**src/hdl/cep_regs.svh**
```systemverilog
// Constants for the configuration memory programming port.
// Assumes inclusion wherever these constants are needed.
`ifndef CEP_REGS_SVH
`define CEP_REGS_SVH
`define CEP_NUM_BYTES     13
`define CEP_BYTE_BITS     8
`define CEP_INIT_PULSES   1500
`define CEP_CLK_PERIOD_NS 5
`define CEP_PROG_MIN_NS   2000
`define CEP_PTR_W         4
`define CEP_MEM_RESET     8'h00
// Pin level codes: two comparator flags per key.
`define CEP_LVL_GND       2'h0
`define CEP_LVL_RW        2'h1
`define CEP_LVL_SV        2'h3
`endif

```
**src/hdl/cep_pkg.sv**
```systemverilog
// Types for the configuration memory programming port.
// Assumes nothing beyond the constants header.
`include "cep_regs.svh"
package cep_pkg;
  typedef enum logic [2:0] {
    CEP_INIT    = 3'h0,
    CEP_IDLE    = 3'h1,
    CEP_WSEQ1   = 3'h2,
    CEP_WSEQ2   = 3'h3,
    CEP_WSEQ3   = 3'h4,
    CEP_RSEQ1   = 3'h5,
    CEP_WRITE   = 3'h6,
    CEP_READ    = 3'h7
  } cep_state_t;
  typedef logic [1:0] cep_level_t;
endpackage

```
**src/hdl/cep_sync_if.sv**
```systemverilog
// Interface carrying synchronised pin levels between the modules.
// Assumes one clock domain.
`timescale 1ns/1ps
interface cep_sync_if;
  logic [1:0] selLevel;
  logic [1:0] strobeLevel;
  logic       serialClk;
  modport src (output selLevel, output strobeLevel, output serialClk);
  modport dst (input selLevel, input strobeLevel, input serialClk);
endinterface

```
**src/hdl/cep_pin_sync.sv**
```systemverilog
// Two-stage synchronisers for the key level flags and the serial clock.
// Assumes asynchronous pins and one system clock.
`timescale 1ns/1ps
`include "cep_regs.svh"
module cep_pin_sync (
  // Clock and reset
  input  wire logic       mclk,
  input  wire logic       rst,
  // Raw pins
  input  wire logic [1:0] selRaw,
  input  wire logic [1:0] strobeRaw,
  input  wire logic       clkRaw,
  // Synchronised outputs
  cep_sync_if.src         syncOut
);
  logic [4:0] stage1_reg;
  logic [4:0] stage2_reg;

  // The first stage feeds only the second; logic reads stage two.
  always_ff @(posedge mclk or posedge rst) begin
    if (rst) begin
      stage1_reg <= 5'h00;
      stage2_reg <= 5'h00;
    end else begin
      stage1_reg <= {clkRaw, strobeRaw, selRaw};
      stage2_reg <= stage1_reg;
    end
  end

  assign syncOut.selLevel    = stage2_reg[1:0];
  assign syncOut.strobeLevel = stage2_reg[3:2];
  assign syncOut.serialClk   = stage2_reg[4];
endmodule

```
**src/hdl/cep_program_port.sv**
```systemverilog
// Programming port for the 13-byte nonvolatile configuration memory.
// Assumes key pins arrive as level-comparator flags (bit0 above ground,
// bit1 at supervoltage) and the serial clock is far slower than mclk.
`timescale 1ns/1ps
`include "cep_regs.svh"
module cep_program_port #(
  parameter int NUM_BYTES   = `CEP_NUM_BYTES,
  parameter int INIT_PULSES = `CEP_INIT_PULSES
) (
  // Clock and reset
  input  wire logic       mclk,
  input  wire logic       rst,
  // Key pins as level flags
  input  wire logic [1:0] firstKeySelect,
  input  wire logic [1:0] secondKeyStrobe,
  // Serial clock pin
  input  wire logic       clockInputPin,
  // Transmit pin and memory view
  output logic            txData,
  output logic            writeMode,
  output logic            readMode,
  output logic [7:0]      memData [NUM_BYTES]
);
  localparam int PW = `CEP_PTR_W;

  cep_sync_if sync ();
  cep_pin_sync cep_pin_sync_inst (
    .mclk      (mclk),
    .rst       (rst),
    .selRaw    (firstKeySelect),
    .strobeRaw (secondKeyStrobe),
    .clkRaw    (clockInputPin),
    .syncOut   (sync.src)
  );

  cep_pkg::cep_state_t state_reg;
  logic              clkPrev_reg;
  logic [10:0]       initCnt_reg;
  logic [PW-1:0]     ptr_reg;
  logic [2:0]        bitCnt_reg;
  logic [7:0]        shift_reg;
  logic              selPrev_reg;
  logic [7:0]        mem_reg [NUM_BYTES];
  logic              clkRise;
  logic              selSv;
  logic              selRw;
  logic              strSv;
  logic              strRw;
  logic              bothGnd;
  logic              selFall;

  // Decodes a pin level code against a wanted level.
  function automatic logic isLevel(input cep_pkg::cep_level_t lv,
                                   input cep_pkg::cep_level_t want);
    isLevel = (lv == want);
  endfunction

  // Next byte index, clamped to the last byte.
  function automatic logic [PW-1:0] nextPtr(input logic [PW-1:0] p);
    nextPtr = (p == PW'(NUM_BYTES - 1)) ? p : p + PW'(1);
  endfunction

  // Strobe data bit: any level above ground counts as a one.
  function automatic logic secondKeyStrobeBit(input cep_pkg::cep_level_t lv);
    secondKeyStrobeBit = lv[0];
  endfunction

  // Level decode of the synchronised pins.
  assign selSv   = isLevel(sync.selLevel, `CEP_LVL_SV);
  assign selRw   = isLevel(sync.selLevel, `CEP_LVL_RW);
  assign strSv   = isLevel(sync.strobeLevel, `CEP_LVL_SV);
  assign strRw   = isLevel(sync.strobeLevel, `CEP_LVL_RW);
  assign bothGnd = isLevel(sync.selLevel, `CEP_LVL_GND) &&
                   isLevel(sync.strobeLevel, `CEP_LVL_GND);
  assign clkRise = sync.serialClk && !clkPrev_reg;
  assign selFall = selPrev_reg && selRw;

  // Edge history of the serial clock and the select level.
  always_ff @(posedge mclk or posedge rst) begin
    if (rst) begin
      clkPrev_reg <= 1'b0;
      selPrev_reg <= 1'b0;
    end else begin
      clkPrev_reg <= sync.serialClk;
      selPrev_reg <= selSv;
    end
  end

  // ----------------------------------------------------------------
  // Power-up pulse count and mode sequencing
  // ----------------------------------------------------------------
  // Counting the pulses here means early entry attempts are ignored
  // rather than corrupting the sequencer.
  always_ff @(posedge mclk or posedge rst) begin
    if (rst) begin
      initCnt_reg <= 11'h000;
    end else if (clkRise && initCnt_reg != 11'(INIT_PULSES)) begin
      initCnt_reg <= initCnt_reg + 11'h001;
    end
  end

  // supervoltage gated entry
  // Every entry sequence into a mode starts with a key at supervoltage; the final step into a mode needs both keys at read/write.
  always_ff @(posedge mclk or posedge rst) begin
    if (rst) begin
      state_reg <= cep_pkg::CEP_INIT;
    end else begin
      case (state_reg)
        cep_pkg::CEP_INIT: begin
          if (initCnt_reg == 11'(INIT_PULSES)) begin
            state_reg <= cep_pkg::CEP_IDLE;
          end
        end
        cep_pkg::CEP_IDLE: begin
          if (strSv && selRw) begin
            state_reg <= cep_pkg::CEP_WSEQ1;
          end else if (selSv && strRw) begin
            state_reg <= cep_pkg::CEP_RSEQ1;
          end
        end
        cep_pkg::CEP_WSEQ1: begin
          if (strSv && selSv) begin
            state_reg <= cep_pkg::CEP_WSEQ2;
          end else if (!strSv) begin
            state_reg <= cep_pkg::CEP_IDLE;
          end
        end
        cep_pkg::CEP_WSEQ2: begin
          if (strRw && selSv) begin
            state_reg <= cep_pkg::CEP_WSEQ3;
          end else if (!(strSv && selSv)) begin
            state_reg <= cep_pkg::CEP_IDLE;
          end
        end
        cep_pkg::CEP_WSEQ3: begin
          if (strRw && selRw) begin
            state_reg <= cep_pkg::CEP_WRITE;
          end else if (!(strRw && selSv)) begin
            state_reg <= cep_pkg::CEP_IDLE;
          end
        end
        cep_pkg::CEP_RSEQ1: begin
          if (selRw && strRw) begin
            state_reg <= cep_pkg::CEP_READ;
          end else if (!(selSv && strRw)) begin
            state_reg <= cep_pkg::CEP_IDLE;
          end
        end
        cep_pkg::CEP_WRITE, cep_pkg::CEP_READ: begin
          if (bothGnd) begin
            state_reg <= cep_pkg::CEP_IDLE;
          end
        end
        default: state_reg <= cep_pkg::CEP_IDLE;
      endcase
    end
  end

  assign writeMode = (state_reg == cep_pkg::CEP_WRITE);
  assign readMode  = (state_reg == cep_pkg::CEP_READ);

  // ----------------------------------------------------------------
  // Serial data path
  // ----------------------------------------------------------------
  // pointer control
  // The pointer is cleared whenever no mode is active, so entry starts
  // at byte zero; it saturates at the last byte.
  always_ff @(posedge mclk or posedge rst) begin
    if (rst) begin
      ptr_reg    <= '0;
      bitCnt_reg <= 3'h0;
      shift_reg  <= 8'h00;
    end else if (!writeMode && !readMode) begin
      ptr_reg    <= '0;
      bitCnt_reg <= 3'h0;
      shift_reg  <= mem_reg[0];
    end else if (writeMode) begin
      if (selSv && clkRise) begin
        shift_reg  <= {secondKeyStrobeBit(sync.strobeLevel), shift_reg[7:1]};
        bitCnt_reg <= bitCnt_reg + 3'h1;
      end else if (selFall) begin
        ptr_reg    <= nextPtr(ptr_reg);
        bitCnt_reg <= 3'h0;
      end
    end else begin
      if (selSv && clkRise) begin
        bitCnt_reg <= bitCnt_reg + 3'h1;
        if (bitCnt_reg == 3'h7) begin
          ptr_reg   <= nextPtr(ptr_reg);
          shift_reg <= mem_reg[nextPtr(ptr_reg)];
        end else begin
          shift_reg <= {shift_reg[6:0], 1'b0};
        end
      end
    end
  end

  // store on select return
  // The byte is committed when the bit count is back at zero, after eight bits or none; a short
  // byte is dropped but the pointer still advances.
  always_ff @(posedge mclk or posedge rst) begin
    if (rst) begin
      for (int i = 0; i < NUM_BYTES; i++) begin
        mem_reg[i] <= `CEP_MEM_RESET;
      end
    end else if (writeMode && selFall && bitCnt_reg == 3'h0) begin
      mem_reg[ptr_reg] <= shift_reg;
    end
  end

  // output pin
  // Read mode drives the current MSB; write mode pulls low on every select return, stored or not.
  always_ff @(posedge mclk or posedge rst) begin
    if (rst) begin
      txData <= 1'b1;
    end else if (readMode) begin
      txData <= shift_reg[7];
    end else if (writeMode) begin
      txData <= !(selFall || (!selSv && !txData));
    end else begin
      txData <= 1'b1;
    end
  end

  assign memData = mem_reg;
endmodule

```
**config.mk**
```make
export PLATFORM = sky130hd
export DESIGN_NAME = cep_program_port
export DESIGN_NICKNAME = d
export VERILOG_FILES = /design/src/hdl/cep_pkg.sv /design/src/hdl/cep_sync_if.sv /design/src/hdl/cep_pin_sync.sv /design/src/hdl/cep_program_port.sv
export VERILOG_INCLUDE_DIRS = /design/src /design/src/hdl
export SDC_FILE = /design/constraint.sdc
export NUM_CORES = 1
export LEC_CHECK = 0
export ABC_AREA = 1
export BUFFER_PORTS_ARGS = -buffer_cell sky130_fd_sc_hd__buf_2
export CAP_MARGIN = 20
export CORE_MARGIN = 3
export CORE_UTILIZATION = 50
export CTS_BUF_LIST = sky130_fd_sc_hd__clkbuf_16
export CTS_CLUSTER_DIAMETER = 40
export DETAILED_ROUTE_END_ITERATION = 10
export GPL_TIMING_DRIVEN = 0
export PLACE_DENSITY = 0.78
export SLEW_MARGIN = 40
export SYNTH_ARGS = -nofsm -noshare
export SYNTH_HDL_FRONTEND = slang
export SYNTH_SLANG_ARGS = --single-unit
export TNS_END_PERCENT = 1
```
**constraint.sdc**
```tcl
create_clock -name mclk -period 12.5 [get_ports mclk]
set_input_delay 1.875 -clock mclk [delete_from_list [all_inputs] [get_ports mclk]]
set_output_delay 1.875 -clock mclk [all_outputs]
set_load 0.05 [all_outputs]
```
==> results.ini, run 1 <==
[drt]
via_count = 6948
wl_per_cell_um = 17.3
drc = 0
dr.pass1.iters = 5
first_iter_violations = 785
routed_wl_mm = 22.2
antenna_left = 0
via_per_inst = 5.41

[layout]
layout.cells.non_filler = 1284
antenna_cells = 0
drive_above_1_share_pct = 18.5
largest_reg_flops = 104
area_growth_pct = 18.3
multiInputGateArea_um2 = 3120
fillCellCount = 1295
seq_area_um2 = 3650
finalNetCount = 1107

[sta]
post-route-min-period_ps = 3690
timing.fmax_ghz = 0.271
finClkSkew_ps = 6.80
holdWs_ps = 346
hold_violations = 0
setup_viol = 0
slew_violations = 0
fin_tns_setup_ps = 0
rsz0062_at_grt = false
tightest_slew_ps = 917
finalCritPeriodShare_pct = 29.5
slew_headroom_pct = 38.8

[clocking]
cts_buffer_depth = 2
cts_setup_buffers = 0
numCtsBuffers = 17
cts_tree = yes
cts-resized-gates = 0
insertion_delay_ps = 420
h-tree-depth = 4
path_clk_slew_ps = 60
root_buffer = clkbuf_16
hold_buffers = 0
cts.sink_count = 146

[global_routing]
grt_use_met3_pct = 6.52
grt_use_met2_pct = 39.7
antenna_found_initial = 0
grt_max_degree = 82
grt.overflow.total = 0
grt_busiest_layer = met1
gr-usage-met1_pct = 40.5
grt_pass1_wl_mm = 34.8
first_global_vias = 6333
grt_usage_pct = 27.4

[floorplan]
start_util_pct = 51.6
die-area_um2 = 16600
io_pins = 114
die_h_um = 129
rows = 44
core-area_um2 = 14600
die_w_um = 129

[placement]
portBuffers = 113
hpwl_mm = 16.0
dp.cells = 1255
gp_congestion = 0.989

[yosys]
synth-edff-count = 0
async_reset_ff_share_pct = 100
synth_area_leaders = dfrtp_1 (48%), nand2_1 (14%), nand3_1 (6.9%)
synthesis.instances = 957
syn_nets = 974
yosysTopAreaCellShare_pct = 48.0
ys_warn_count = 0
ys_seq_elements = 146
syn_avg_cell_area_um2 = 7.90
syn_area_um2 = 7560
yosys.area.top_type = dfrtp_1
ys.flop_type = dfrtp_1
seq_area_frac_synth_pct = 48.3
ys_types = 38

[min_path]
hold_start = cep_pin_sync_inst.stage1_reg[3]$_DFF_PP0_
hp-class = flip-flop to flip-flop

[power_and_ir_drop]
p_per_area_nw_per_um2 = 113
p_total_mw = 1.01
peakVddDrop_v = 0.0000878
leakage_nw = 4.48

[setup_path]
crit_type = flip-flop to output pin
reg2reg_from = ptr_reg[0]$_DFFE_PP0P_
startpoint = state_reg[1]$_DFFE_PP0P_
setup.worst_path.end_class = output pin
required_ps = 10620
crit_path_start_kind = flip-flop
path_max_fanout = 9
worstPathArrival_ps = 1810

[flow_run]
drv_cap = 0

[status]
status = completed

[cell families (layout without fill, tap and decap cells)]
| logic type | count (synthesis) | after routing | synth area share, % |
|---|---|---|---|
| AO/OA/AOI/OAI | 158 | 158 | 11.2 |
| buffers and inverters | 182 | 325 | 10.4 |
| AND/OR/NAND/NOR | 449 | 449 | 26.9 |
| flip-flops | 146 | 146 | 48.3 |
| multiplexers | 3 | 3 | 0.430 |
| XOR/XNOR | 9 | 9 | 1.04 |
| adder cells (fa/ha/maj) | 10 | 10 | 1.65 |
[layer usage]
layer	share of wire, %	vias to the layer above
li1	-	3330
met1	44	3229
met2	44	345
met3	9.8	44
met4	2.2	0
met5	0	-
[layout by cell type, fill, tap and decap left out, drive strengths merged]
cell type / synthesis / routed
nand2: 291 / 291
buf: 24 / 138
nor3: 9 / 9
or2: 3 / 3
mux2: 2 / 2
clkinvlp: 0 / 1
o32ai: 2 / 2
nand3: 114 / 114
dfrtp: 145 / 145
nor4: 2 / 2
o22ai: 7 / 7
nor2: 25 / 25
o2111ai: 1 / 1
clkbuf: 22 / 39
xor2: 6 / 6
a21oi: 18 / 18
bufinv: 0 / 2
inv: 136 / 136
a221oi: 1 / 1
dfstp: 1 / 1
mux2i: 1 / 1
o21ai: 127 / 127
xnor2: 3 / 3
ha: 10 / 10
nand4: 5 / 5
clkinv: 0 / 9
a31oi: 1 / 1
o211ai: 1 / 1
[stage by stage]
stage | util [%] | setup slack [ps] | area, um2
after floorplan | - | 6700 | 7560
after global placement | 57.1 | 5160 | 8360
after detailed placement | 57.3 | 9320 | 8400
after CTS | 61.1 | 8840 | 8940
after global routing | 61.1 | 8760 | 8940
final | 61.1 | 8810 | 8940
[synth_stat cells, drive strengths merged (3+ instances only)]
library cell / number
o22ai: 7
o21ai: 127
clkbuf: 22
inv: 136
nand2: 291
nand4: 5
nor2: 25
xnor2: 3
a21oi: 18
nor3: 9
ha: 10
buf: 24
dfrtp: 145
nand3: 114
xor2: 6
or2: 3
[power by group]
| part | leakage [nW] | total, mW | switching [mW] | internal, mW |
|---|---|---|---|---|
| Sequential | 2.00 | 0.491 | 0.00772 | 0.484 |
| Clock | 0.267 | 0.478 | 0.191 | 0.287 |
| Combinational | 2.21 | 0.0375 | 0.0260 | 0.0115 |
| Total | 4.48 | 1.01 | 0.225 | 0.782 |
[area by class of cell]
class / instances / share of cell area [%]
timing repair buffer: 114 / 6.63
multi-input combinational: 629 / 34.9
inverter: 136 / 5.85
clock inverter: 12 / 1.34
sequential: 146 / 40.9
tap: 184 / 2.57
buffer: 46 / 3.08
clock buffer: 17 / 4.76
[worst max-delay path, stage by stage (launching register included)]
cell	delay (ps)
dfrtp_1	490
inv_2	100
nor3_4	440
buf_2	360
[final timing paths]
kind / endpoint / slack [ps] / depth (start not counted)
max in group asynchronous: state_reg[2]$_DFFE_PP0P_ / 10260 / 3
min reg2reg: cep_pin_sync_inst.stage2_reg[3]$_DFF_PP0_ / 350 / 0
min: cep_pin_sync_inst.stage2_reg[3]$_DFF_PP0_ / 350 / 0
max reg2reg: shift_reg[7]$_DFFE_PP0P_ / 9770 / 15
min in group asynchronous: memData[22]$_DFFE_PP0P_ / 1480 / 2
max: writeMode / 8810 / 3
(Power assumes the default switching activity.)
==> inputs of run 2 (changes only) <==
--- a/config.mk
+++ b/config.mk
@@ -15,7 +15,7 @@
 export CTS_CLUSTER_DIAMETER = 40
 export DETAILED_ROUTE_END_ITERATION = 10
 export GPL_TIMING_DRIVEN = 0
-export PLACE_DENSITY = 0.78
+export PLACE_DENSITY = 0.81
 export SLEW_MARGIN = 40
 export SYNTH_ARGS = -nofsm -noshare
 export SYNTH_HDL_FRONTEND = slang
==> constraint.sdc (replaced) <==
create_clock -name mclk -period 3.2 [get_ports mclk]
set_input_delay 0.48 -clock mclk [delete_from_list [all_inputs] [get_ports mclk]]
set_output_delay 0.48 -clock mclk [all_outputs]
set_load 0.05 [all_outputs]
==> run 2 against run 1 <==
Effect of this change:
- sequential power rose to 3.9 times the previous value
- total power rose to 4.1 times the previous value
- routed wire length up 1.7%
- final area up 1.8%
- final cell count up 0.55%
- critical path depth up 12
- clock skew up 1.9 ps
- die area unchanged
- global-route usage up 0.32 points
- first-iteration DRC count up 3.9%
- worst setup slack worse by 8400 ps
- count of clock-buffer cells in the layout unchanged
==> results.ini, run 2 (synthesized netlist as in run 1, its figures left out) <==
[status]
status = completed

[sta]
slew_headroom_pct = 41.7
timing.fmax_ghz = 0.357
finalCritPeriodShare_pct = 87.6
rsz0062_at_grt = false
slew_violations = 0
finClkSkew_ps = 8.70
post-route-min-period_ps = 2800
fin_tns_setup_ps = 0
tightest_slew_ps = 875
holdWs_ps = 29.3
setup_viol = 0
hold_violations = 0

[min_path]
hp-class = input port to asynchronous set/reset pin

[clocking]
cts-resized-gates = 0
h-tree-depth = 4
cts_tree = yes
path_clk_slew_ps = 60
numCtsBuffers = 17
root_buffer = clkbuf_16
insertion_delay_ps = 420
hold_buffers = 0
cts_setup_buffers = 0
cts_buffer_depth = 2
cts.sink_count = 146

[setup_path]
worstPathArrival_ps = 3120
path_max_fanout = 10
crit_path_start_kind = flip-flop
setup.worst_path.end_class = flip-flop
reg2reg_from = ptr_reg[0]$_DFFE_PP0P_
crit_type = flip-flop to flip-flop
required_ps = 3510
startpoint = ptr_reg[0]$_DFFE_PP0P_

[power_and_ir_drop]
peakVddDrop_v = 0.000336
p_total_mw = 4.12
p_per_area_nw_per_um2 = 453
leakage_nw = 4.55

[layout]
seq_area_um2 = 3650
layout_commonest_cell = nand2_1
multiInputGateArea_um2 = 3120
antenna_cells = 0
largest_reg_flops = 104
drive_above_1_share_pct = 19.2
fillCellCount = 1291
finalNetCount = 1113
final_cell_mix = nand2_1 (285), dfrtp_1 (145), inv_1 (132)
area_growth_pct = 20.4

[global_routing]
antenna_found_initial = 0
grt_pass1_wl_mm = 35.1
grt_usage_pct = 27.8
grt_max_degree = 28
first_global_vias = 6480
grt.overflow.total = 0

[placement]
portBuffers = 113
hpwl_mm = 16.5
gp_congestion = 0.961

[drt]
first_iter_violations = 816
drc = 0
antenna_left = 0
dr.pass1.iters = 6
via_count = 7058
routed_wl_mm = 22.6
via_per_inst = 5.47
wl_per_cell_um = 17.5

[flow_run]
drv_cap = 0

[floorplan]
die-area_um2 = 16600
core-area_um2 = 14600
die_h_um = 129
die_w_um = 129
start_util_pct = 51.6
io_pins = 114
rows = 44

-- run 2: changes by cell type in the layout (fill, tap and decap cells not counted), moves of 2 or more --
cell,delta
bufinv_16,+2
clkinv_4,-2
buf_12,+4
clkinv_2,+2
-- run 2: path summary, 6_finish.rpt --
| check | to | slack, ps | cells past startpoint |
|---|---|---|---|
| max in group asynchronous | initCnt_reg[7]$_DFFE_PP0P_ | 2330 | 5 |
| hold / removal | memData[12]$_DFFE_PP0P_ | 30 | 2 |
| setup / recovery | shift_reg[6]$_DFFE_PP0P_ | 400 | 15 |
| hold reg to reg | cep_pin_sync_inst.stage2_reg[0]$_DFF_PP0_ | 350 | 0 |
| min in group mclk | cep_pin_sync_inst.stage1_reg[1]$_DFF_PP0_ | 170 | 1 |
| setup reg to reg | shift_reg[6]$_DFFE_PP0P_ | 400 | 15 |
-- run 2: layer usage --
layer	vias to the layer above	wire (um)	GRT usage, %
li1	3340	-	-
met1	3276	9760	39.3
met2	393	9770	40.4
met3	49	2400	8.39
met4	0	637	10.5
met5	-	0	0
-- run 2: per-stage QoR --
step                setup slack (ps)  cells  utilization, %  area (um2)
floorplan                        888    957               -        7570
global placement                6.58   1254            57.1        8360
detailed placement               532   1260            58.0        8500
CTS                              507   1290            62.1        9090
global route                     199   1291            62.2        9110
finish                           395   1291            62.2        9110
-- run 2: where the power goes --
| part | switching, mW | total (mW) | internal [mW] |
|---|---|---|---|
| Clock | 0.757 | 2.04 | 1.28 |
| Combinational | 0.104 | 0.162 | 0.0577 |
| Sequential | 0.0314 | 1.92 | 1.89 |
-- run 2: area by class of cell --
| type | instances | area share (%) |
|---|---|---|
| Timing Repair Buffer | 120 | 7.82 |
| Sequential cell | 146 | 40.1 |
| Clock inverter | 13 | 1.85 |
| Buffer | 46 | 3.02 |
| Inverter | 136 | 5.70 |
| Tap cell | 184 | 2.53 |
| Clock buffer | 17 | 4.67 |
| Multi-Input combinational cell | 629 | 34.3 |
-- run 2: critical path, stage by stage (launching register included) --
cell	delay, ps
dfrtp_1	490
inv_1	160
ha_1	280
nand3_1	200
nand2_1	70
nand2_1	200
clkbuf_1	470
nand2_1	110
nand3_1	130
nand3_1	170
nand3_1	110
nand2_1	70
nand2_1	70
nand2_1	60
nand2_1	50
nand2_1	50
==> inputs of run 3 (changes only) <==
--- a/config.mk
+++ b/config.mk
@@ -14,7 +14,7 @@
 export CTS_BUF_LIST = sky130_fd_sc_hd__clkbuf_16
 export CTS_CLUSTER_DIAMETER = 40
 export DETAILED_ROUTE_END_ITERATION = 10
-export GPL_TIMING_DRIVEN = 0
+export GPL_TIMING_DRIVEN = 1
 export PLACE_DENSITY = 0.81
 export SLEW_MARGIN = 40
 export SYNTH_ARGS = -nofsm -noshare
==> run 3 against run 2 <==
Effect of this change:
- count of clock-buffer cells in the layout stayed put
- combinational power shrank 6%
- sequential cell count did not move
- sequential share of layout area up 1.4 points
- core utilization is 2.2 points lower
- via count decreased by 1.5%
- register-to-register slack improved by 180 ps
- die area did not move
- routed wire length fell by 5.2%
- clock skew hardly changed
- critical path type unchanged
- largest power group unchanged
==> results.ini, run 3 (synthesized netlist as in run 1, its figures left out) <==
[drt]
wl_per_cell_um = 17.1
via_count = 6949
dr.pass1.iters = 6
first_iter_violations = 940
antenna_left = 0
routed_wl_mm = 21.4
via_per_inst = 5.56
drc = 0

[sta]
finalCritPeriodShare_pct = 81.9
hold_violations = 0
setup_viol = 0
post-route-min-period_ps = 2620
tightest_slew_ps = 859
timing.fmax_ghz = 0.381
slew_headroom_pct = 42.7
finClkSkew_ps = 8.59
post-route-worst-setup-slack_ps = 578
fin_tns_setup_ps = 0
slew_violations = 0
rsz0062_at_grt = false

[placement]
hpwl_mm = 14.4
portBuffers = 113
pre_cts_ws_ps = 728
gp_congestion = 0.961
place_area_um2 = 8170

[clocking]
h-tree-depth = 4
cts_tree = yes
root_buffer = clkbuf_16
cts_setup_buffers = 0
insertion_delay_ps = 430
cts_buffer_depth = 2
cts.sink_count = 146
hold_buffers = 0
cts-resized-gates = 0
numCtsBuffers = 17
path_clk_slew_ps = 60

[floorplan]
die-area_um2 = 16600
die_w_um = 129
start_util_pct = 51.6
io_pins = 114
core-area_um2 = 14600
rows = 44
die_h_um = 129

[power_and_ir_drop]
peakVddDrop_v = 0.000366
leakage_nw = 4.38
p_per_area_nw_per_um2 = 464

[setup_path]
crit_type = flip-flop to flip-flop
required_ps = 3520
reg2regPathDepth = 15
reg2reg_from = ptr_reg[0]$_DFFE_PP0P_
r2r_slack_ps = 580
crit_path_start_kind = flip-flop
worstPathArrival_ps = 2940
setup.worst_path.end_class = flip-flop
r2r_end = shift_reg[5]$_DFFE_PP0P_
path_max_fanout = 31

[layout]
antenna_cells = 0
design_area_um2 = 8790
area_growth_pct = 16.3
finalNetCount = 1070
final_cell_mix = nand2_1 (285), dfrtp_1 (145), inv_1 (133)
layout_commonest_cell = nand2_1
drive_above_1_share_pct = 17.8
largest_reg_flops = 104

[global_routing]
grt_pass1_wl_mm = 34.1
grt_usage_pct = 26.6
grt.overflow.total = 0
first_global_vias = 6393
grt_max_degree = 147
antenna_found_initial = 0

[min_path]
hp-class = input port to asynchronous set/reset pin

[flow_run]
drv_cap = 0

[status]
status = completed

-- run 3: power by group --
group	total (mW)	switching, mW	internal (mW)
sequential	1.92	0.0301	1.89
clock	2.01	0.791	1.22
combinational	0.152	0.104	0.0486
total	4.08	0.925	3.15
-- run 3: metrics by stage --
step	total power [mW]	util [%]	cells	hold WS, ps
2_1_floorplan	2.06	-	957	331
3_3_place_gp	2.09	55.8	1217	333
3_5_place_dp	2.10	55.8	1217	335
4_1_cts	4.09	59.9	1249	146
5_1_grt	4.22	60.0	1250	97.0
6_report	4.08	60.0	1250	95.0
-- run 3: worst max path at each step --
stage | startpoint | end | slack, ps | depth (start not counted)
after CTS | ptr_reg[0]$_DFFE_PP0P_ | shift_reg[5]$_DFFE_PP0P_ | 660 | 15
final | ptr_reg[0]$_DFFE_PP0P_ | shift_reg[5]$_DFFE_PP0P_ | 580 | 15
after global placement | ptr_reg[0]$_DFFE_PP0P_ | shift_reg[0]$_DFFE_PP0P_ | 840 | 12
after floorplan | rst | bitCnt_reg[0]$_DFFE_PP0P_ | 890 | 1
after global routing | ptr_reg[0]$_DFFE_PP0P_ | shift_reg[7]$_DFFE_PP0P_ | 400 | 15
after detailed placement | ptr_reg[0]$_DFFE_PP0P_ | shift_reg[3]$_DFFE_PP0P_ | 730 | 14
-- run 3: layout make-up --
| cell class | count | area, um2 |
|---|---|---|
| fill | 1309 | 5850 |
| sequential | 146 | 3650 |
| multi-input combinational | 629 | 3120 |
| timing repair buffer | 123 | 673 |
| inverter | 136 | 519 |
| clock buffer | 17 | 425 |
| tap | 184 | 230 |
| clock inverter | 15 | 168 |
-- run 3: critical path, stage by stage, from the launching register on --
cell and delay (ps):
dfrtp_1 470, inv_1 160, ha_1 280, nand3_1 210
nand2_2 190, nand2_1 130, buf_4 330, nand2_1 110
nand3_1 110, nand3_1 120, nand2_1 110, nand2_1 50
nand2_1 60, nand2_1 60, nand2_1 60, nand2_1 50
-- run 3: per-layer routing --
| metal | part of all wire, % | wire [um] | GRT usage (%) | vias up |
|---|---|---|---|---|
| met5 | 0 | 0 | 0 | - |
| met4 | 3.6 | 776 | 11.8 | 0 |
| met3 | 9.5 | 2030 | 5.94 | 77 |
| met2 | 44 | 9430 | 38.7 | 392 |
| met1 | 43 | 9150 | 38.2 | 3221 |
| li1 | - | - | - | 3259 |
